**src/core/alarm_defs.svh**
```systemverilog
// Purpose: Shared constants for the input alarm monitor.
// Assumes: Core clock of 125 MHz.
// Notes:   Times are kept in their own unit; cycle counts derive from them.
`ifndef ALARM_DEFS_SVH
`define ALARM_DEFS_SVH

// ----------------------------------------------------------------------
// Sizes
// ----------------------------------------------------------------------
`define ALM_NUM_INPUTS    8
`define ALM_VALUE_W       32
`define ALM_SRC_W         2

// ----------------------------------------------------------------------
// Reset values and timing
// ----------------------------------------------------------------------
`define ALM_FLAG_RST      1'b0
`define ALM_CLK_MHZ       125
`define ALM_CONFIRM_MS    1000
`define ALM_FLASH_HALF_MS 250
`define ALM_CONFIRM_CYC   (`ALM_CONFIRM_MS * `ALM_CLK_MHZ * 1000)
`define ALM_FLASH_CYC     (`ALM_FLASH_HALF_MS * `ALM_CLK_MHZ * 1000)

`endif

```
**src/core/alarm_pkg.sv**
```systemverilog
// Purpose: Types for the input alarm monitor.
// Assumes: Nothing beyond the constants header.
// Notes:   The source encoding follows declaration order.
package alarm_pkg;

    // Reading source used for the alarm comparison.
    typedef enum logic [1:0] {
        SRC_KELVIN,
        SRC_CELSIUS,
        SRC_SENSOR,
        SRC_LINEAR
    } src_t;

    // States of the reset confirmation display.
    typedef enum logic {
        CONFIRM_IDLE,
        CONFIRM_SHOW
    } confirm_state_t;

endpackage : alarm_pkg

```
**src/core/alarm_eval_if.sv**
```systemverilog
// Purpose: Carries one input's reading and settings to its evaluator.
// Assumes: One instance per sensor input.
// Notes:   Values are signed fixed point in the selected source's units.
`timescale 1ns/1ps

interface alarm_eval_if #(
    parameter int W = 32
);
    logic                valid;
    logic signed [W-1:0] reading;
    logic                en;
    logic                latch;
    logic signed [W-1:0] high_sp;
    logic signed [W-1:0] low_sp;
    logic signed [W-1:0] deadband;
    logic                clr;
    logic                high;
    logic                low;

    modport ctrl (
        output valid, reading, en, latch, high_sp, low_sp, deadband, clr,
        input  high, low
    );

    modport chan (
        input  valid, reading, en, latch, high_sp, low_sp, deadband, clr,
        output high, low
    );
endinterface : alarm_eval_if

```
**src/core/alarm_channel.sv**
```systemverilog
// Purpose: High and low alarm state of one sensor input.
// Assumes: valid is a one-cycle strobe per new reading.
// Notes:   A reset command arriving with a new reading loses to the set.
`timescale 1ns/1ps
`include "alarm_defs.svh"

module alarm_channel #(
    parameter int W = `ALM_VALUE_W
) (
    input logic        core_clk,
    input logic        reset,
    alarm_eval_if.chan bus
);

    logic signed [W:0] rd_x;
    logic signed [W:0] hs_x;
    logic signed [W:0] ls_x;
    logic signed [W:0] hs_rel;
    logic signed [W:0] ls_rel;
    logic              hi_set;
    logic              hi_hold;
    logic              lo_set;
    logic              lo_hold;
    logic              high_q;
    logic              low_q;

    // Widen by one bit so the deadband offsets cannot wrap.
    assign rd_x    = {bus.reading[W-1], bus.reading};
    assign hs_x    = {bus.high_sp[W-1], bus.high_sp};
    assign ls_x    = {bus.low_sp[W-1], bus.low_sp};
    assign hs_rel  = hs_x - {bus.deadband[W-1], bus.deadband};
    assign ls_rel  = ls_x + {bus.deadband[W-1], bus.deadband};
    assign hi_set  = rd_x > hs_x;
    assign hi_hold = rd_x > hs_rel;
    assign lo_set  = rd_x < ls_x;
    assign lo_hold = rd_x < ls_rel;

    // High alarm state, updated on a new reading, cleared when disabled or by a latched reset.
    always_ff @(posedge core_clk or posedge reset) begin
        if (reset) begin
            high_q <= `ALM_FLAG_RST;
        end else if (!bus.en) begin
            high_q <= 1'b0;
        end else if (bus.valid) begin
            if (bus.latch) begin
                high_q <= hi_set | (high_q & ~bus.clr);
            end else begin
                high_q <= high_q ? hi_hold : hi_set;
            end
        end else if (bus.clr && bus.latch) begin
            high_q <= 1'b0;
        end
    end

    // Low alarm state, mirror of the high side.
    always_ff @(posedge core_clk or posedge reset) begin
        if (reset) begin
            low_q <= `ALM_FLAG_RST;
        end else if (!bus.en) begin
            low_q <= 1'b0;
        end else if (bus.valid) begin
            if (bus.latch) begin
                low_q <= lo_set | (low_q & ~bus.clr);
            end else begin
                low_q <= low_q ? lo_hold : lo_set;
            end
        end else if (bus.clr && bus.latch) begin
            low_q <= 1'b0;
        end
    end

    assign bus.high = high_q;
    assign bus.low  = low_q;

endmodule : alarm_channel

```
**src/core/input_alarm_monitor.sv**
```systemverilog
// Purpose: Alarm evaluation, indicators and beeper for eight inputs.
// Assumes: One reading strobe names the input and carries all sources.
// Notes:   Flash and confirmation times are parameters for simulation.
`timescale 1ns/1ps
`include "alarm_defs.svh"

// Operation
// - Each of eight inputs has its own high and low alarm settings.
// - High alarm asserts when the selected reading exceeds high setpoint.
// - Low alarm asserts when the selected reading is below low setpoint.
// - Source per input: Kelvin, Celsius, raw sensor, or linear result.
// - A disabled input is not evaluated and its alarms stay off.
// - An input's display location flashes while any of its alarms is on.
// - Annunciator steady when any input enabled, flashing when any active.
// - Annunciator covers every input, displayed or not.
// - High alarm, unlatched, releases at setpoint minus deadband.
// - Deadband serves non-latching alarms only; zero means no hysteresis.
// - A latched alarm stays on after its cause ends until reset.
// - A non-latching alarm clears itself once its condition ends.
// - Global audible setting: beep while any alarm is on, else silent.
// - Reset clears latched alarms; a lasting condition returns next update.
// - Reset leaves non-latching alarms as they are.
// - Accepted reset shows a brief confirmation before normal display.
// - Setpoints and deadband hold five significant digits, source units.
// - Reset stays accepted even while the keypad is locked.
module input_alarm_monitor #(
    parameter int N             = `ALM_NUM_INPUTS,
    parameter int W             = `ALM_VALUE_W,
    parameter int FLASH_CYCLES   = `ALM_FLASH_CYC,
    parameter int CONFIRM_CYCLES = `ALM_CONFIRM_CYC
) (
    input  logic                   core_clk,
    input  logic                   reset,
    input  logic                   rd_valid,
    input  logic [$clog2(N)-1:0]   rd_chan,
    input  logic signed [W-1:0]    rd_kelvin,
    input  logic signed [W-1:0]    rd_celsius,
    input  logic signed [W-1:0]    rd_sensor,
    input  logic signed [W-1:0]    rd_linear,
    input  logic [N-1:0]           alarm_en,
    input  logic [N-1:0]           latch_en,
    input  logic [2*N-1:0]         src_sel,
    input  logic [N*W-1:0]         high_sp,
    input  logic [N*W-1:0]         low_sp,
    input  logic [N*W-1:0]         deadband,
    input  logic                   audible_en,
    input  logic                   alarm_reset_cmd,
    output logic [N-1:0]           high_alarm,
    output logic [N-1:0]           low_alarm,
    output logic [N-1:0]           loc_flash,
    output logic                   annun_lit,
    output logic                   beeper,
    output logic                   reset_confirm
);

    // ------------------------------------------------------------------
    // Declarations
    // ------------------------------------------------------------------
    logic                          flash_phase_q;
    logic [31:0]                   flash_cnt_q;
    logic [31:0]                   confirm_cnt_q;
    alarm_pkg::confirm_state_t     confirm_state_q;
    logic [N-1:0]                  active;
    logic                          any_active;
    logic                          any_enabled;
    logic [N-1:0]                  loc_flash_q;
    logic                          annun_q;
    logic                          beeper_q;
    logic signed [W-1:0]           sel_value;
    logic signed [W:0]             cur_hs;
    logic signed [W:0]             cur_ls;
    logic signed [W:0]             cur_db;

    // ------------------------------------------------------------------
    // Source selection
    // ------------------------------------------------------------------

    // Picks the reading that an input compares against its setpoints.
    function automatic logic signed [W-1:0] select_source(
        input logic [1:0]          sel,
        input logic signed [W-1:0] k,
        input logic signed [W-1:0] c,
        input logic signed [W-1:0] s,
        input logic signed [W-1:0] l
    );
        case (alarm_pkg::src_t'(sel))
            alarm_pkg::SRC_KELVIN:  select_source = k;
            alarm_pkg::SRC_CELSIUS: select_source = c;
            alarm_pkg::SRC_SENSOR:  select_source = s;
            default:                select_source = l;
        endcase
    endfunction : select_source

    // The strobed input's own source choice picks the value.
    assign sel_value = select_source(src_sel[2*rd_chan +: 2], rd_kelvin,
        rd_celsius, rd_sensor, rd_linear);

    // Setpoints of the strobed input, widened for the checks below.
    assign cur_hs = {high_sp[W*rd_chan+W-1], high_sp[W*rd_chan +: W]};
    assign cur_ls = {low_sp[W*rd_chan+W-1], low_sp[W*rd_chan +: W]};
    assign cur_db = {deadband[W*rd_chan+W-1], deadband[W*rd_chan +: W]};

    // ------------------------------------------------------------------
    // Per-input evaluators
    // ------------------------------------------------------------------

    // One evaluator per input, each with its own settings slice.
    generate
        for (genvar i = 0; i < N; i++) begin : g_chan
            alarm_eval_if #(.W(W)) eval_bus ();

            // Setpoints keep full word width, enough for five digits.
            assign eval_bus.valid    = rd_valid && (rd_chan == i);
            assign eval_bus.reading  = sel_value;
            assign eval_bus.en       = alarm_en[i];
            assign eval_bus.latch    = latch_en[i];
            assign eval_bus.high_sp  = high_sp[W*i +: W];
            assign eval_bus.low_sp   = low_sp[W*i +: W];
            assign eval_bus.deadband = deadband[W*i +: W];
            // No keypad lock qualifies the reset command.
            assign eval_bus.clr      = alarm_reset_cmd;
            assign high_alarm[i]     = eval_bus.high;
            assign low_alarm[i]      = eval_bus.low;

            alarm_channel #(.W(W)) u_chan (
                .core_clk (core_clk),
                .reset    (reset),
                .bus      (eval_bus)
            );
        end
    endgenerate

    // ------------------------------------------------------------------
    // Summary of alarm state
    // ------------------------------------------------------------------

    // Every input counts, whatever the display shows.
    assign active      = high_alarm | low_alarm;
    assign any_active  = |active;
    assign any_enabled = |alarm_en;

    // ------------------------------------------------------------------
    // Flash timing
    // ------------------------------------------------------------------

    // Free-running half-period counter for all flashing indicators.
    always_ff @(posedge core_clk or posedge reset) begin
        if (reset) begin
            flash_cnt_q <= 32'h0;
        end else if (flash_cnt_q >= 32'(FLASH_CYCLES - 1)) begin
            flash_cnt_q <= 32'h0;
        end else begin
            flash_cnt_q <= flash_cnt_q + 32'h1;
        end
    end

    // Flash phase toggles at the end of each half period.
    always_ff @(posedge core_clk or posedge reset) begin
        if (reset) begin
            flash_phase_q <= `ALM_FLAG_RST;
        end else if (flash_cnt_q >= 32'(FLASH_CYCLES - 1)) begin
            flash_phase_q <= ~flash_phase_q;
        end
    end

    // ------------------------------------------------------------------
    // Indicators and beeper
    // ------------------------------------------------------------------

    // Display locations blink only for inputs in alarm.
    always_ff @(posedge core_clk or posedge reset) begin
        if (reset) begin
            loc_flash_q <= '0;
        end else begin
            loc_flash_q <= active & {N{flash_phase_q}};
        end
    end

    // Annunciator: dark, steady, or blinking.
    always_ff @(posedge core_clk or posedge reset) begin
        if (reset) begin
            annun_q <= `ALM_FLAG_RST;
        end else begin
            annun_q <= any_enabled
                       & (any_active ? flash_phase_q : 1'b1);
        end
    end

    // Beeper follows any alarm only while the audible setting is on.
    always_ff @(posedge core_clk or posedge reset) begin
        if (reset) begin
            beeper_q <= `ALM_FLAG_RST;
        end else begin
            beeper_q <= audible_en & any_active;
        end
    end

    assign loc_flash = loc_flash_q;
    assign annun_lit = annun_q;
    assign beeper    = beeper_q;

    // ------------------------------------------------------------------
    // Reset confirmation
    // ------------------------------------------------------------------

    // Shows the confirmation; a repeated command restarts the time.
    always_ff @(posedge core_clk or posedge reset) begin
        if (reset) begin
            confirm_state_q <= alarm_pkg::CONFIRM_IDLE;
            confirm_cnt_q   <= 32'h0;
        end else begin
            case (confirm_state_q)
                alarm_pkg::CONFIRM_IDLE: begin
                    if (alarm_reset_cmd) begin
                        confirm_state_q <= alarm_pkg::CONFIRM_SHOW;
                        confirm_cnt_q   <= 32'h0;
                    end
                end
                alarm_pkg::CONFIRM_SHOW: begin
                    if (alarm_reset_cmd) begin
                        confirm_cnt_q <= 32'h0;
                    end else if (confirm_cnt_q >= 32'(CONFIRM_CYCLES-1)) begin
                        confirm_state_q <= alarm_pkg::CONFIRM_IDLE;
                    end else begin
                        confirm_cnt_q <= confirm_cnt_q + 32'h1;
                    end
                end
                default: begin
                    confirm_state_q <= alarm_pkg::CONFIRM_IDLE;
                end
            endcase
        end
    end

    assign reset_confirm = (confirm_state_q == alarm_pkg::CONFIRM_SHOW);
endmodule : input_alarm_monitor

```
**config.mk**
```make
export PLATFORM = sky130hd
export DESIGN_NAME = input_alarm_monitor
export DESIGN_NICKNAME = d
export VERILOG_FILES = /design/src/core/alarm_pkg.sv /design/src/core/alarm_eval_if.sv /design/src/core/alarm_channel.sv /design/src/core/input_alarm_monitor.sv
export VERILOG_INCLUDE_DIRS = /design/src /design/src/core
export SDC_FILE = /design/constraint.sdc
export NUM_CORES = 2
export LEC_CHECK = 0
export ABC_AREA = 1
export ABC_CLOCK_PERIOD_IN_PS = 2550
export BUFFER_PORTS_ARGS = -buffer_cell sky130_fd_sc_hd__buf_4
export CORE_AREA = 2 2 375 377
export DETAILED_ROUTE_END_ITERATION = 16
export DIE_AREA = 0 0 377 379
export GPL_TIMING_DRIVEN = 0
export MAX_ROUTING_LAYER = met4
export PLACE_DENSITY_LB_ADDON = 0.25
export SLEW_MARGIN = 0
export SYNTH_ARGS = -nofsm -noshare
export SYNTH_HDL_FRONTEND = slang
export SYNTH_SLANG_ARGS = --single-unit
```
**constraint.sdc**
```tcl
create_clock -name core_clk -period 2.55 [get_ports core_clk]
set_clock_uncertainty 0.2 [all_clocks]
set_input_delay 0 -clock core_clk [delete_from_list [all_inputs] [get_ports core_clk]]
set_output_delay 0 -clock core_clk [all_outputs]
set_load 0.005 [all_outputs]
```
==> results.txt <==
----------------------------------------------------
[Drt]
  Drt first pass iters ... 6
  Number of DRC markers after the initial detailed-route iteration ... 5499
  Total detailed-routing wirelength ... 291000 um
  Number of vias per cell after detailed routing ... 5.67
  Mean routed wirelength per cell ... 24.7 um
  Total via count in the routed design ... between 60000 and 70000
  Final routed DRC violation total ... 0
  Number of routed nets with antenna violations ... 0

[Floorplanning]
  Die outline width ... between 300 and 400 um
  Area of the core ... 139000 um2
  Vert. Die Dim ... 379 um
  Initial cell density of the core ... 0.399
  Number of core rows ... about 140
  Die ar. ... about 140000 um2
  Top-level I/O count ... 963

[GRT]
  Pin count of the biggest net entering global routing ... 43
  Wire length of the first global-routing pass ... a little over 400000 um
  Antenna violations before repair ... 85
  Vias in the first global route ... 63400
  Total gr overflow ... 0
  GRT Util Overall ... 0.395

[Synth]
  Post-synthesis sequential element count ... 92
  Compound-gate portion of the synthesized area ... 0.225
  Top_reg_cell synth ... sky130_fd_sc_hd__dfrtp_1
  Gate count of the mapped netlist ... 8312
  Fraction of synthesized area in multiplexers ... 0.000180
  Share of async-settable or async-resettable flops after synthesis ... 1.00
  Adder and majority gate portion of the synthesized area ... 0.353
  Combined area of all synthesized cells ... 55500 um2
  Number of warning messages in the yosys log ... 0
  EDFF count, synth ... 0
  Post-Synth XOR/XNOR Area ... 0.0815
  Distinct cell type count after synthesis ... 62
  Dominant combinational cell family by area after synthesis ... adder cells
  Simple logic cell fraction of the synthesized area ... 0.186
  Sequential share of the synthesized area ... 0.0415
  Syn_area_per_cell ... about 6.7 um2

[Status]
  Failing checks ... max-capacitance violations, max-slew violations, negative setup slack
  Run status ... complete, but fails checks

[STA]
  Transition time at the pin with the least slew margin ... ~1.6 ns
  Hold violation count in the final report ... 0
  Sum of negative setup slack ... -27.89 ns
  Number of failing setup endpoints in the final timing report ... 48
  Worst hold-check slack ... between 0.04 and 0.05 ns
  Setup slack after layout ... -1.91 ns
  Highest achievable clock rate ... 224 MHz
  RSZ-0062 raised after global routing ... true
  Final worst-path cycle share ... 1.75
  Final Slew Violations ... 11
  Shortest clock period the worst path allows after layout ... 4.46 ns
  Worst slew margin ... -0.0336

[Final layout]
  Post-Layout Cell Count ... between 10000 and 15000
  Post-layout utilization of the core ... 0.555
  Number of inserted filler cells in the final layout ... 13500
  Area occupied by multi-input gates ... 51700 um2
  Share of post-route cells with drive strength above 1 ... 0.251
  Syn-to-layout area delta ... 39.1%
  Final net count ... ~12000
  Finished Cell Area ... 77100 um2
  Storage element area ... between 2000 and 2500 um2

[Power]
  Peak VDD IR ... 0.353 mV
  Pwr Total ... around 33 mW
  Ratio of total power to cell area ... 431 nW/um2
  Leakage ... 41.3 nW

[Critical path]
  Endpoint kind of the worst setup timing path ... register
  Buffers and inverters on the worst path ... 4
  Library cell contributing the largest single delay on the critical path ... sky130_fd_sc_hd__nor4_4
  Required time of the worst setup path ... around 2.6 ns
  CP Class ... in -> reg
  Arrival @ worst endpoint ... about 4.5 ns
  Crit path max-delay family ... compound AO/OA/AOI/OAI gates
  CP Max Fanout ... 4
  Delay of the slowest cell on the worst path ... 0.38 ns
  Nature of the critical path startpoint ... input port

[Clock tree]
  Clock tree root buffer cell ... sky130_fd_sc_hd__clkbuf_16
  Buffers from clock root to sink, at most ... 2
  Sink Count ... 92
  Clock buffers created by TritonCTS ... 9
  Clock transition time at the flip-flop clock pins of the worst setup and hold paths ... 0.07 ns
  TritonCTS clock tree ... yes
  Clock insertion delay at the later pin of the skew report ... 0.37 ns
  H-tree depth ... 3

[Placement]
  Place WS ... -3.48 ns
  Half-perimeter wire length after detailed placement ... 232000 um
  Placed instance area ... between 60000 and 70000 um2
  Port Buf Inserts ... 961
  RePlAce Congestion ... 1.09
  Post-placement cell count ... roughly 11000

[Min path]
  Min-Delay Path Class ... in -> reg

[Run]
  Number of maximum-capacitance violations ... 1

----------------------------------------------------
-- registers in the layout (all words and copies together), names as in the netlist --
signal                  count
loc_flash                   8
g_chan.u_chan.bus.high      8
flash_cnt_q                32
g_chan.u_chan.bus.low       8
confirm_cnt_q              32
annun_lit                   1
flash_phase_q               1
beeper                      1
reset_confirm               1
-- cell usage after synthesis (all sizes together) (57+ instances only) --
cell    instances  area [um2]
nand4         183        1140
a221oi         76         666
a21boi        130        1240
a31oi         127         795
inv          1607        6030
ha           1538       19200
nor2          499        1900
nor3          132         691
nand3         173         881
a211oi         62         465
xnor2         229        2010
a21o           57         428
a21oi        1002        5100
o21ai         398        2070
xor2          287        2510
o21a           58         435
dfrtp          92        2300
nand2        1368        5150
-- final timing paths --
path                                         from                   endpoint  slack [ns]  cells past startpoint
min in group asynchronous                   reset                     beeper        0.06                      3
max in group asynchronous                   reset             flash_cnt_q[8]        1.19                      5
worst min-delay path                   rd_chan[1]  g_chan[5].u_chan.bus.high        0.05                      5
worst min register to register  confirm_cnt_q[31]          confirm_cnt_q[31]        0.29                      2
worst max-delay path                  low_sp[226]   g_chan[7].u_chan.bus.low       -1.91                     27
worst max register to register     flash_cnt_q[0]            flash_cnt_q[24]       -0.24                     19
-- layer usage --
layer,vias to the layer above,track usage,wire length (um)
met3,799,0.0756,25100
met5,-,-,0
met1,31400,0.479,118000
met2,2880,0.618,128000
met4,0,0.208,19200
li1,31800,-,-
-- worst register-to-register path, cell delays in order (launching register included) --
cell	delay [ns]
sky130_fd_sc_hd__dfrtp_1	0.43
sky130_fd_sc_hd__ha_2	0.23
sky130_fd_sc_hd__nand2_2	0.07
sky130_fd_sc_hd__nor2_2	0.10
sky130_fd_sc_hd__inv_2	0.06
sky130_fd_sc_hd__nor3_4	0.14
sky130_fd_sc_hd__nand2_2	0.10
sky130_fd_sc_hd__nor3_2	0.11
sky130_fd_sc_hd__inv_1	0.08
sky130_fd_sc_hd__nor2_2	0.13
sky130_fd_sc_hd__nand3_2	0.11
sky130_fd_sc_hd__nor2_2	0.13
sky130_fd_sc_hd__nand2_1	0.10
sky130_fd_sc_hd__nor2_2	0.13
sky130_fd_sc_hd__nand3_2	0.12
sky130_fd_sc_hd__nor2_4	0.15
sky130_fd_sc_hd__nand2_4	0.08
sky130_fd_sc_hd__nor2_4	0.11
sky130_fd_sc_hd__a21oi_2	0.06
sky130_fd_sc_hd__nor2_1	0.10
-- repair_timing --
item	4_1_cts	5_1_grt
resized for setup	737	412
pin swaps	368	346
setup endpoints to repair	65	70
hold endpoints to repair	68	0
cloned	8	3
hold buffers	29	0
setup buffers	370	164
-- placed cells by master, fill, tap and decap left out, drive strengths merged, types with 50 or more instances in the layout --
master and n:
a31oi 127, nand2 1368, nand3 173, a221oi 76
diode 82, inv 1584, buf 1558, xnor2 229
a21boi 130, a21oi 1002, nor2 499, nand4 183
o21ai 398, xor2 287, o21a 58, o21bai 50
a21o 57, dfrtp 92, a211oi 62, nor3 132
ha 1538
-- where the power goes --
group | total, mW | switching [mW] | internal [mW]
sequential | 1.54 | 0.0419 | 1.49
combinational | 30.3 | 17.6 | 12.8
clock | 1.42 | 0.703 | 0.720
-- layout make-up --
cell class / count / area share
multi-input cells: 6578 / 0.670
repair buffers: 1567 / 0.175
inverters: 1610 / 0.0843
flip-flops and latches: 92 / 0.0299
well taps: 1807 / 0.0293
plain buffers: 34 / 0.00482
clock buffers: 10 / 0.00310
diodes: 82 / 0.00266
clock inverters: 6 / 0.000779
repair inverters: 1 / 0.000211
-- cells by family after synthesis --
group,count (synthesis)
flip-flops,92
XOR/XNOR,516
buffers and inverters,1648
AO/OA/AOI/OAI,2062
other,1
multiplexers,1
adder cells (fa/ha/maj),1554
AND/OR/NAND/NOR,2438
No activity file was read; power rests on OpenSTA's default activity.
